## src/utcs_cfg.svh

```systemverilog
`ifndef UTCS_CFG_SVH
`define UTCS_CFG_SVH
`define UTCS_OFS_MODE 8'h00
`define UTCS_OFS_STAT 8'h04
`define UTCS_OFS_CSEL 8'h08
`define UTCS_OFS_CMD 8'h0C
`define UTCS_OFS_TXB 8'h10
`define UTCS_OFS_ISR 8'h14
`define UTCS_OFS_IMR 8'h18
`define UTCS_OFS_IVR 8'h1C
`define UTCS_OFS_DIVU 8'h20
`define UTCS_OFS_DIVL 8'h24
`define UTCS_OFS_IPORT 8'h28
`define UTCS_OFS_OPSET 8'h2C
`define UTCS_OFS_OPCLR 8'h30
`define UTCS_OFS_AUX 8'h34
`define UTCS_CMD_EN 0
`define UTCS_CMD_DIS 1
`define UTCS_CMD_RST 2
`define UTCS_CMD_BRK_ON 3
`define UTCS_CMD_BRK_OFF 4
`define UTCS_CSEL_EXT 0
`define UTCS_CSEL_DIV16 1
`define UTCS_AUX_COS 0
`define UTCS_AUX_AUTOVEC 1
`define UTCS_AUX_LOOP 2
`define UTCS_ISR_COS 7
`define UTCS_ISR_FULL 1
`define UTCS_ISR_RDY 0
`define UTCS_IVR_RST 8'h0F
`define UTCS_DIV_RST 16'h0002
`define UTCS_PRESCALE 5'h1F
`define UTCS_EXT_DIV 4'hF
`endif

```

## src/utcs_pkg.sv

```systemverilog
package utcs_pkg;
	typedef enum logic [2:0] {
		UTCS_IDLE = 3'b000,
		UTCS_START = 3'b001,
		UTCS_DATA = 3'b010,
		UTCS_PAR = 3'b011,
		UTCS_STOP = 3'b100
	} utcs_tx_e;
	typedef struct packed {
		logic rts_rx;
		logic rts_tx;
		logic cts_ctl;
		logic stop2;
		logic par_odd;
		logic par_en;
		logic [1:0] len;
	} utcs_mode_s;
	typedef struct packed {
		utcs_mode_s mode;
		logic [1:0] csel;
		logic [2:0] aux;
		logic [7:0] imr;
		logic [7:0] ivr;
		logic [15:0] div;
		logic en;
		logic brk;
		logic hold_full;
		logic [7:0] hold;
		logic [7:0] sh;
		logic par;
		logic [2:0] bits;
		logic stops;
		utcs_tx_e st;
		logic txd;
		logic cos;
		logic cts_q;
		logic rts;
		logic rts_wait;
		logic ext_q;
		logic ack;
		logic [7:0] dat;
		logic vec_valid;
		logic autovec;
		logic [7:0] vec;
		logic rx_stb;
		logic rx_bit;
	} utcs_st_s;
endpackage : utcs_pkg

```

## src/utcs_div.sv

```systemverilog
`timescale 1ns/1ps
module utcs_div #(
	parameter int W = 16
) (
	input wire logic mclk_i,
	input wire logic rst_b_i,
	input wire logic step_i,
	input wire logic [W-1:0] load_i,
	output logic term_o,
	output logic half_o
);
	typedef struct packed {
		logic [W-1:0] cnt;
	} utcs_div_s;
	utcs_div_s q;
	utcs_div_s d;
	logic [W-1:0] half_cnt;

	////////////////////////////////////////////////////////////////////////////
	always_comb begin
		d = q;
		half_cnt = (load_i >> 1) + W'(1);
		term_o = step_i && (q.cnt <= W'(1));
		half_o = step_i && (q.cnt == half_cnt);
		if (step_i) begin
			if (q.cnt <= W'(1)) begin
				d.cnt = load_i;
			end else begin
				d.cnt = q.cnt - W'(1);
			end
		end
	end

	always_ff @(posedge mclk_i or negedge rst_b_i) begin
		if (!rst_b_i) begin
			q <= '0;
		end else begin
			q <= d;
		end
	end
endmodule : utcs_div

```

## src/utcs_top.sv

```systemverilog
// The register offsets and the Wishbone register port were decided locally.
`timescale 1ns/1ps
`include "utcs_cfg.svh"
module utcs_top
	import utcs_pkg::*;
#(
	parameter int INST = 0
) (
	input wire logic mclk_i,
	input wire logic rst_b_i,
	input wire logic wb_cyc_i,
	input wire logic wb_stb_i,
	input wire logic wb_we_i,
	input wire logic [7:0] wb_adr_i,
	input wire logic [3:0] wb_sel_i,
	input wire logic [31:0] wb_dat_i,
	output logic [31:0] wb_dat_o,
	output logic wb_ack_o,
	input wire logic rxd_i,
	input wire logic cts_b_i,
	input wire logic ext_timer_clock_in_i,
	input wire logic rx_fifo_full_flag_i,
	input wire logic rx_start_i,
	input wire logic iack_i,
	output logic txd_o,
	output logic rts_b_o,
	output logic irq_b_o,
	output logic [7:0] vec_o,
	output logic vec_valid_o,
	output logic autovec_o,
	output logic dma_req_o,
	output logic [1:0] dma_chan_o,
	output logic timer_cap_en_o,
	output logic rx_stb_o,
	output logic rx_bit_o
);
	utcs_st_s q;
	utcs_st_s d;
	logic pre_term;
	logic div_term;
	logic div_half;
	logic e16_term;
	logic e16_half;
	logic ext_rise;
	logic ext_fall;
	logic fall_tick;
	logic rise_tick;
	logic hit;
	logic wr;
	logic tx_ready_flag;
	logic tx_empty_flag;
	logic cts_on;
	logic [7:0] irq_status_reg;
	logic [7:0] len_mask;
	logic [2:0] last_bit;
	logic [7:0] wdat;

	////////////////////////////////////////////////////////////////////////////
	// Clock source generation.
	utcs_div #(.W(6)) u_pre (
		.mclk_i(mclk_i),
		.rst_b_i(rst_b_i),
		.step_i(1'b1),
		.load_i({1'b0, `UTCS_PRESCALE} + 6'h01),
		.term_o(pre_term),
		.half_o()
	);

	utcs_div #(.W(16)) u_baud (
		.mclk_i(mclk_i),
		.rst_b_i(rst_b_i),
		.step_i(pre_term),
		.load_i(q.div),
		.term_o(div_term),
		.half_o(div_half)
	);

	utcs_div #(.W(5)) u_ext16 (
		.mclk_i(mclk_i),
		.rst_b_i(rst_b_i),
		.step_i(ext_fall),
		.load_i({1'b0, `UTCS_EXT_DIV} + 5'h01),
		.term_o(e16_term),
		.half_o(e16_half)
	);

	assign ext_rise = ext_timer_clock_in_i && !q.ext_q;
	assign ext_fall = !ext_timer_clock_in_i && q.ext_q;

	always_comb begin
		if (q.csel[`UTCS_CSEL_EXT]) begin
			fall_tick = q.csel[`UTCS_CSEL_DIV16] ? e16_term : ext_fall;
			rise_tick = q.csel[`UTCS_CSEL_DIV16] ? e16_half : ext_rise;
		end else begin
			fall_tick = div_term;
			rise_tick = div_half;
		end
	end

	////////////////////////////////////////////////////////////////////////////
	// Flags and decode.
	assign cts_on = !cts_b_i;
	assign tx_ready_flag = q.en && !q.hold_full;
	assign tx_empty_flag = q.en && !q.hold_full && (q.st == UTCS_IDLE);
	assign irq_status_reg = {q.cos, 5'h00, rx_fifo_full_flag_i, tx_ready_flag};
	assign hit = wb_cyc_i && wb_stb_i;
	assign wr = hit && q.ack && wb_we_i && wb_sel_i[0];
	assign wdat = wb_dat_i[7:0];
	assign len_mask = 8'hFF >> (2'd3 - q.mode.len);
	assign last_bit = {1'b0, q.mode.len} + 3'd4;

	////////////////////////////////////////////////////////////////////////////
	// Next state.
	always_comb begin
		d = q;
		d.ext_q = ext_timer_clock_in_i;
		d.cts_q = cts_b_i;
		d.ack = hit && !q.ack;
		d.rx_stb = rise_tick;
		d.rx_bit = rise_tick ? rxd_i : q.rx_bit;
		d.vec_valid = iack_i && !irq_b_o && !q.aux[`UTCS_AUX_AUTOVEC];
		d.autovec = iack_i && !irq_b_o && q.aux[`UTCS_AUX_AUTOVEC];
		d.vec = q.ivr;
		if (hit && !q.ack) begin
			unique case (wb_adr_i)
				`UTCS_OFS_MODE: d.dat = q.mode;
				`UTCS_OFS_STAT: d.dat = {5'h00, rx_fifo_full_flag_i, tx_empty_flag, tx_ready_flag};
				`UTCS_OFS_CSEL: d.dat = {6'h00, q.csel};
				`UTCS_OFS_ISR: d.dat = irq_status_reg;
				`UTCS_OFS_IMR: d.dat = q.imr;
				`UTCS_OFS_IVR: d.dat = q.ivr;
				`UTCS_OFS_IPORT: d.dat = {7'h00, cts_b_i};
				`UTCS_OFS_AUX: d.dat = {5'h00, q.aux};
				default: d.dat = 8'h00;
			endcase
		end
		if (fall_tick) begin
			unique case (q.st)
				UTCS_IDLE: begin
					if (q.rts_wait) begin
						d.rts = 1'b0;
						d.rts_wait = 1'b0;
					end
					if (q.en && q.hold_full && !q.brk && (!q.mode.cts_ctl || cts_on)) begin
						d.sh = q.hold;
						d.hold_full = 1'b0;
						d.par = ^(q.hold & len_mask) ^ q.mode.par_odd;
						d.st = UTCS_START;
					end
				end
				UTCS_START: begin
					d.bits = 3'd0;
					d.st = UTCS_DATA;
				end
				UTCS_DATA: begin
					d.sh = q.sh >> 1;
					d.bits = q.bits + 3'd1;
					if (q.bits == last_bit) begin
						d.st = q.mode.par_en ? UTCS_PAR : UTCS_STOP;
						d.stops = 1'b0;
					end
				end
				UTCS_PAR: begin
					d.st = UTCS_STOP;
					d.stops = 1'b0;
				end
				UTCS_STOP: begin
					if (q.mode.stop2 && !q.stops) begin
						d.stops = 1'b1;
					end else begin
						d.st = UTCS_IDLE;
						if (!q.en && q.mode.rts_tx) begin
							d.rts_wait = 1'b1;
						end
					end
				end
			endcase
		end
		if (q.mode.rts_rx) begin
			if (rx_start_i && rx_fifo_full_flag_i) begin
				d.rts = 1'b0;
			end else if (!rx_fifo_full_flag_i) begin
				d.rts = 1'b1;
			end
		end
		if (wr) begin
			unique case (wb_adr_i)
				`UTCS_OFS_MODE: d.mode = wdat;
				`UTCS_OFS_CSEL: d.csel = wdat[1:0];
				`UTCS_OFS_TXB: begin
					if (tx_ready_flag) begin
						d.hold = wdat;
						d.hold_full = 1'b1;
					end
				end
				`UTCS_OFS_ISR: begin
					if (wdat[`UTCS_ISR_COS]) begin
						d.cos = 1'b0;
					end
				end
				`UTCS_OFS_IMR: d.imr = wdat;
				`UTCS_OFS_IVR: d.ivr = wdat;
				`UTCS_OFS_DIVU: d.div[15:8] = wdat;
				`UTCS_OFS_DIVL: d.div[7:0] = wdat;
				`UTCS_OFS_OPSET: begin
					if (wdat[0]) begin
						d.rts = 1'b1;
					end
				end
				`UTCS_OFS_OPCLR: begin
					if (wdat[0]) begin
						d.rts = 1'b0;
					end
				end
				`UTCS_OFS_AUX: d.aux = wdat[2:0];
				`UTCS_OFS_CMD: begin
					if (wdat[`UTCS_CMD_EN]) begin
						d.en = 1'b1;
					end
					if (wdat[`UTCS_CMD_DIS]) begin
						d.en = 1'b0;
					end
					if (wdat[`UTCS_CMD_BRK_ON]) begin
						d.brk = 1'b1;
					end
					if (wdat[`UTCS_CMD_BRK_OFF]) begin
						d.brk = 1'b0;
					end
					if (wdat[`UTCS_CMD_RST]) begin
						d.en = 1'b0;
						d.brk = 1'b0;
						d.hold_full = 1'b0;
						d.rts_wait = 1'b0;
						d.st = UTCS_IDLE;
					end
				end
				default: d.dat = q.dat;
			endcase
		end
		if (q.aux[`UTCS_AUX_COS] && (cts_b_i != q.cts_q)) begin
			d.cos = 1'b1;
		end
		if (d.brk) begin
			d.txd = 1'b0;
		end else if (q.aux[`UTCS_AUX_LOOP]) begin
			d.txd = 1'b1;
		end else begin
			unique case (d.st)
				UTCS_IDLE: d.txd = 1'b1;
				UTCS_START: d.txd = 1'b0;
				UTCS_DATA: d.txd = d.sh[0];
				UTCS_PAR: d.txd = d.par;
				UTCS_STOP: d.txd = 1'b1;
				default: d.txd = 1'b1;
			endcase
		end
	end

	always_ff @(posedge mclk_i or negedge rst_b_i) begin
		if (!rst_b_i) begin
			q <= '0;
			q.ivr <= `UTCS_IVR_RST;
			q.div <= `UTCS_DIV_RST;
			q.txd <= 1'b1;
			q.cts_q <= 1'b1;
		end else begin
			q <= d;
		end
	end

	////////////////////////////////////////////////////////////////////////////
	// Outputs.
	assign wb_ack_o = q.ack;
	assign wb_dat_o = {24'h000000, q.dat};
	assign txd_o = q.txd;
	assign rts_b_o = !q.rts;
	assign irq_b_o = !(|(irq_status_reg & q.imr));
	assign vec_o = q.vec;
	assign vec_valid_o = q.vec_valid;
	assign autovec_o = q.autovec;
	assign dma_req_o = q.imr[`UTCS_ISR_FULL] && rx_fifo_full_flag_i;
	assign dma_chan_o = (INST == 0) ? 2'h2 : 2'h3;
	assign timer_cap_en_o = !q.csel[`UTCS_CSEL_EXT];
	assign rx_stb_o = q.rx_stb;
	assign rx_bit_o = q.rx_bit;
endmodule : utcs_top
```

## config.mk

```make
export PLATFORM = sky130hd
export DESIGN_NAME = utcs_top
export DESIGN_NICKNAME = d
export VERILOG_FILES = /design/src/utcs_pkg.sv /design/src/utcs_div.sv /design/src/utcs_top.sv
export VERILOG_INCLUDE_DIRS = /design/src
export SDC_FILE = /design/constraint.sdc
export NUM_CORES = 1
export LEC_CHECK = 0
export BUFFER_PORTS_ARGS = -buffer_cell sky130_fd_sc_hd__buf_2
export CORE_AREA = 2 2 118 120
export DETAILED_ROUTE_END_ITERATION = 6
export DIE_AREA = 0 0 120 122
export HOLD_SLACK_MARGIN = 0.06
export PLACE_DENSITY = 0.76
export SYNTH_ARGS = -nofsm -noshare
export SYNTH_HDL_FRONTEND = slang
export SYNTH_SLANG_ARGS = --single-unit
```

## constraint.sdc

```tcl
create_clock -name mclk_i -period 2.65 [get_ports mclk_i]
set_input_delay 0.265 -clock mclk_i [delete_from_list [all_inputs] [get_ports mclk_i]]
set_output_delay 0.265 -clock mclk_i [all_outputs]
set_load 0.01 [all_outputs]
```

## Yosys cells after proc, flatten, opt, wreduce, memory -nomap -nowiden

Cells that the tools add are included.

| word-level totals | value |
|---|---|
| bits in registers | 126 |

| cells by class | value |
|---|---|
| $add $sub $neg | 7 |
| order comparisons | 3 |
| equality and inequality tests | 28 |
| shifts and indexed selects | 1 |
| mux-type cells | 61 |
| bitwise logic cells | 3 |
| reduce and logical (&&, ||, !) cells | 63 |

Operators with widths:

| operator | number |
|---|---|
| $pmux W8 S8 | 1 |
| $eq A8 B6 Y1 const B | 6 |
| $eq A8 B5 Y1 const B | 4 |
| $mux W8 | 4 |
| $mux W1 | 30 |
| $mux W9 | 3 |
| $logic_and A1 B1 Y1 | 24 |
| $mux W3 | 7 |
| $add A15 B1 Y16 const B | 1 |
| $and A8 B8 Y8 | 2 |
| $eq A16 B16 Y1 | 1 |
| $eq A8 B4 Y1 const B | 2 |
| $le A16 B1 Y1 const B | 1 |
| $mux W16 | 1 |
| $pmux W8 S2 | 1 |
| $reduce_and A2 Y1 | 8 |
| $sub A16 B1 Y16 const B | 1 |
| $pmux W3 S5 | 1 |
| $logic_not A1 Y1 | 13 |
| $eq A3 B2 Y1 const B | 4 |
| $reduce_and A3 Y1 | 4 |
| $reduce_or A12 Y1 | 1 |
| $mux W10 | 1 |
| $reduce_bool A2 Y1 | 5 |
| 31 further kinds | 40 |

## Logic depth before layout (Yosys ltp)

| logic depth | value |
|---|---|
| depth after elaboration | 15 |
| depth in mapped cells | 10 |

## Cells and area by module

A second synthesis with hierarchy kept.

| unflattened totals | value |
|---|---|
| cells, all modules | 746 |
| area, all modules | 7397.1 um2 |

By module, submodules not included:

| module | times used | cells an instance | area each (um2) | seq. area each (um2) |
|---|---|---|---|---|
| utcs_top | 1 | 427 | 4837.1 | 2486.1 |
| utcs_div (u_baud) | 1 | 208 | 1557.7 | 400.4 |
| utcs_div (u_pre) | 1 | 65 | 564.3 | 150.1 |
| utcs_div (u_ext16) | 1 | 46 | 437.9 | 125.1 |

## Worst setup path after synthesis

No wires, ideal clock.

| timing path | value |
|---|---|
| kind | reg-to-reg |
| from | register q[55] in the netlist's numbering |
| to | register q (netlist bit rx_bit_o) |
| arrival | 2.500 ns |
| required time | 2.522 ns |
| slack | 0.022 ns |
| stages on the path, launching flop included | 9 |
| clock period less this slack | 2.628 ns |
| path through | dfstp_2 -> ha_1 -> nand3_1 -> nor3_1 -> mux2_2 -> mux2i_1 -> a22oi_1 -> o41ai_2 -> mux2_1 |

RTL lines:

| what | line | text |
|---|---|---|
| start: declaration | utcs_top.sv:37 | `utcs_st_s q;` |

==> impl_results.md <==
- Initial antenna violation count: 0
- Fin worst setup slack: 0.0282 ns
- Clock network fraction of design power: 48.3%
- Fin crit period: 2.62 ns
- Clock Latency Late Sink: 0.42 ns
- Setup TNS: 0 ns
- Clock sinks: 126
- DR top layer: met4
- DRT met1 WL: 7.07 mm
- Largest reg by FF count: q
- Clock buffer depth: 2
- Root Driver: clkbuf_16
- Hold endpoint: rx_bit_o
- Startpoint Class: register
- Routed wire length: 16.9 mm
- Highest clock rate: 381 MHz
- Critical setup path kind: reg2reg
- Pwr per Cell Area: 576 nW/um^2
- Outcome: completed
- Largest area contributor in the netlist: dfrtp_1
- Die span in y: 122 um
- Post-placement cell area: 7240 sq um
- Worst r2r src: q[55]
- Critical path peak fanout: 5
- Post-Syn Area per Cell: 10.0 sq um
- Finish-stage setup viols: 0
- Initial Util: 50.6%
- Slew headroom: 48.1%
- Avg Vias per Cell: 5.98
- Setup slack, reg-to-reg: 0.03 ns
- Maximum VDD drop: 0.000425 V
- Via Count: 5,609
- RR Endpoint: rx_bit_o
- Synth area leaders: dfrtp_1 (44%), mux2_2 (9.2%), buf_4 (4.7%), xnor2_1 (3.7%), nand2_1 (3.1%)
- Largest register FFs: 68
- Req. time, crit path: 2.95 ns
- Synth warn: 0
- Fraction of layout cells with a size suffix above 1: 27.0%
- Comb power frac: 7.1%
- Iteration-0 DRC Markers: 553
- Pin count of the biggest net entering global routing: 52
- GP Congestion: 0.953
- Worst Clk Skew: 0.0130 ns
- Synth unique cells: 70
- Sequential share of power: 44.6%
- Share of Yosys cell area claimed by the top area cell type: 43.6%
- Multi-input gate area: 3360 sq um
- Clock slew seen by the registers of the worst setup and hold paths: 0.06 ns
- DR WL met3: 1.02 mm
- Final ANT Viol Nets: 0
- Antenna diodes: 0
- Remaining DRCs: 0
- Tot Pwr: 0.00458 W
- Hold path start: rxd_i
- Syn Inst Count: 682
- Final worst-path cycle share: 98.9%
- Max-slew violations: 0
- Critical Path End Type: register
- All-Layer GR Usage: 23.7%
- P_int: 0.00340 W
- Number of global-route vias before repair: 5,365
- I/O pins: 107
- DP Wirelength: 11.8 mm
- IO buf count: 53
- Synth Flop Type: dfrtp_1
- Leak: 3.70 nW
- Register area share after synthesis: 46.3%
- Sw frac: 25.8%
- Die Area: 14,600 sq um
- Post-layout net count: 808
- Clock tree from TritonCTS: built
- Finished layout cell area: 7940 sq um
- Post-Place Worst Slack: -0.156 ns
- Crit path DAT: 2.92 ns
- Hold Path Depth: 2
- Detailed Routing Iterations Pass 1: 6
- Metal2 WL: 8.32 mm
- Top flop regs: q (68), u_baud.q (16)
- Area growth syn-to-layout: 16.2%
- Max Cap Viol: 0
- Num rows: 43
- Sequential standard cell area: 3160 sq um
- Fillcell total: 1,069
- Number of enable flip-flop cells after synthesis: 0
- H-tree Lvls: 4
- Least-Margin Pin Slew: 0.775 ns
- Worst r2r path cells: 9
- Non-Filler Instances: 938
- Post-Synthesis Cell Area: 6830 sq um
- RSZ-0062 raised after global routing: yes
- Hold Path Class: in2reg
- Final hold vios: 0
- First-pass GRT wire length: 27.3 mm
- Async set-reset flop share out of synthesis: 100%
- Drt wl/cell: 18.0 um
- Total grt overflow: 0
- Cts bufs inserted: 17
- Register bit total from synthesis: 126
- Die width: 120 um
- DP Cell Count: 901
- Psw: 0.00118 W
- Core ar.: 13,500 sq um
==> layout make-up <==
type	count	area share, %
inverters	17	0.803
flip-flops and latches	126	39.8
clock inverters	15	1.72
repair buffers	90	7.15
well taps	180	2.84
clock buffers	17	5.36
multi-input cells	493	42.3
==> Yosys cell counts, types with 5 or more instances <==
library cell	n
o21ai_0	36
a21oi_1	33
xnor2_1	29
dfrtp_1	119
a31oi_1	5
o31ai_1	6
nor2_1	46
mux2_2	56
and2_1	8
a211oi_1	5
dfstp_2	7
o21ai_1	5
a222oi_1	5
nor3_1	20
nor2b_1	8
nand2_1	57
buf_4	43
clkbuf_1	26
nand2b_1	7
a22oi_1	12
inv_1	17
and3_1	6
nand3_1	24
ha_1	8
nor4_1	12
xor2_1	8
==> power by group through the flow <==
stage | registers [W] | clock network (W) | logic [W]
after floorplan | 0.00206 | 0 | 0.000219
after global placement | 0.00206 | 0 | 0.000297
after detailed placement | 0.00207 | 0 | 0.000312
after CTS | 0.00204 | 0.00223 | 0.000323
after global routing | 0.00205 | 0.00232 | 0.000362
final | 0.00204 | 0.00221 | 0.000325
==> routing by layer <==
metal  vias to the layer above  track usage [%]
li1                       2528                -
met1                      2785             30.9
met2                       250             39.1
met3                        46             4.03
met4                         0             10.0
met5                         -                0
==> how the worst max path moves through the flow <==
stage	startpoint	to	slack, ns
2_1_floorplan	q[55]	rx_bit_o	0.02
3_3_place_gp	q[55]	rx_bit_o	-0.12
3_5_place_dp	q[55]	rx_bit_o	-0.16
4_1_cts	q[55]	rx_bit_o	0.005
5_1_grt	q[55]	rx_bit_o	-0.04
6_report	q[55]	rx_bit_o	0.03
==> through the flow <==
| step | hold WS [ns] | util [%] |
|---|---|---|
| 6_report | 0.0886 | 58.8 |
| 5_1_grt | 0.0898 | 58.8 |
| 4_1_cts | 0.0712 | 58.4 |
| 3_5_place_dp | 0.354 | 53.6 |
| 3_3_place_gp | 0.339 | 53.6 |
| 2_1_floorplan | -0.0306 | - |
==> critical path: stages (launching register included) <==
cell and delay [ns]:
dfstp_2 0.55, buf_4 0.13, and3_1 0.22, and4_4 0.28, nand2_1 0.11, xnor2_2 0.18, o311ai_2 0.16, o41ai_4 0.41
buf_4 0.18, mux2_4 0.29
==> cell usage in the layout, fill, tap and decap left out, drive strengths merged, types with 9 or more instances in the layout <==
| master | instances |
|---|---|
| clkbuf | 17 |
| nor2 | 47 |
| nand2 | 57 |
| buf | 86 |
| dfrtp | 119 |
| nand3 | 24 |
| xnor2 | 29 |
| a21oi | 33 |
| o21ai | 41 |
| nor4 | 14 |
| mux2 | 57 |
| inv | 22 |
| and2 | 9 |
| conb | 26 |
| a22oi | 12 |
| nor3 | 21 |
==> what timing repair did <==
action / CTS / global route
gates resized for setup: 8 / 10
endpoints found under the setup margin: 1 / 3
gates cloned: 0 / 0
setup buffers: 1 / 0
endpoints found under the hold margin: 49 / 0
pin swaps: 5 / 5
hold buffers: 4 / 0
==> kinds of logic after synthesis <==
| kind of cell | Yosys count | synth area share [%] |
|---|---|---|
| and+or+nand+nor | 216 | 16.2 |
| AOI/OAI and AO/OA | 147 | 14.4 |
| DFF | 126 | 46.3 |
| buffers and inverters | 87 | 7.16 |
| muxes | 59 | 9.69 |
| xor gates and xnor gates | 37 | 4.74 |
| adders and majority gates | 8 | 1.46 |
| other | 2 | 0.110 |
No activity file was read; power rests on OpenSTA's default activity.
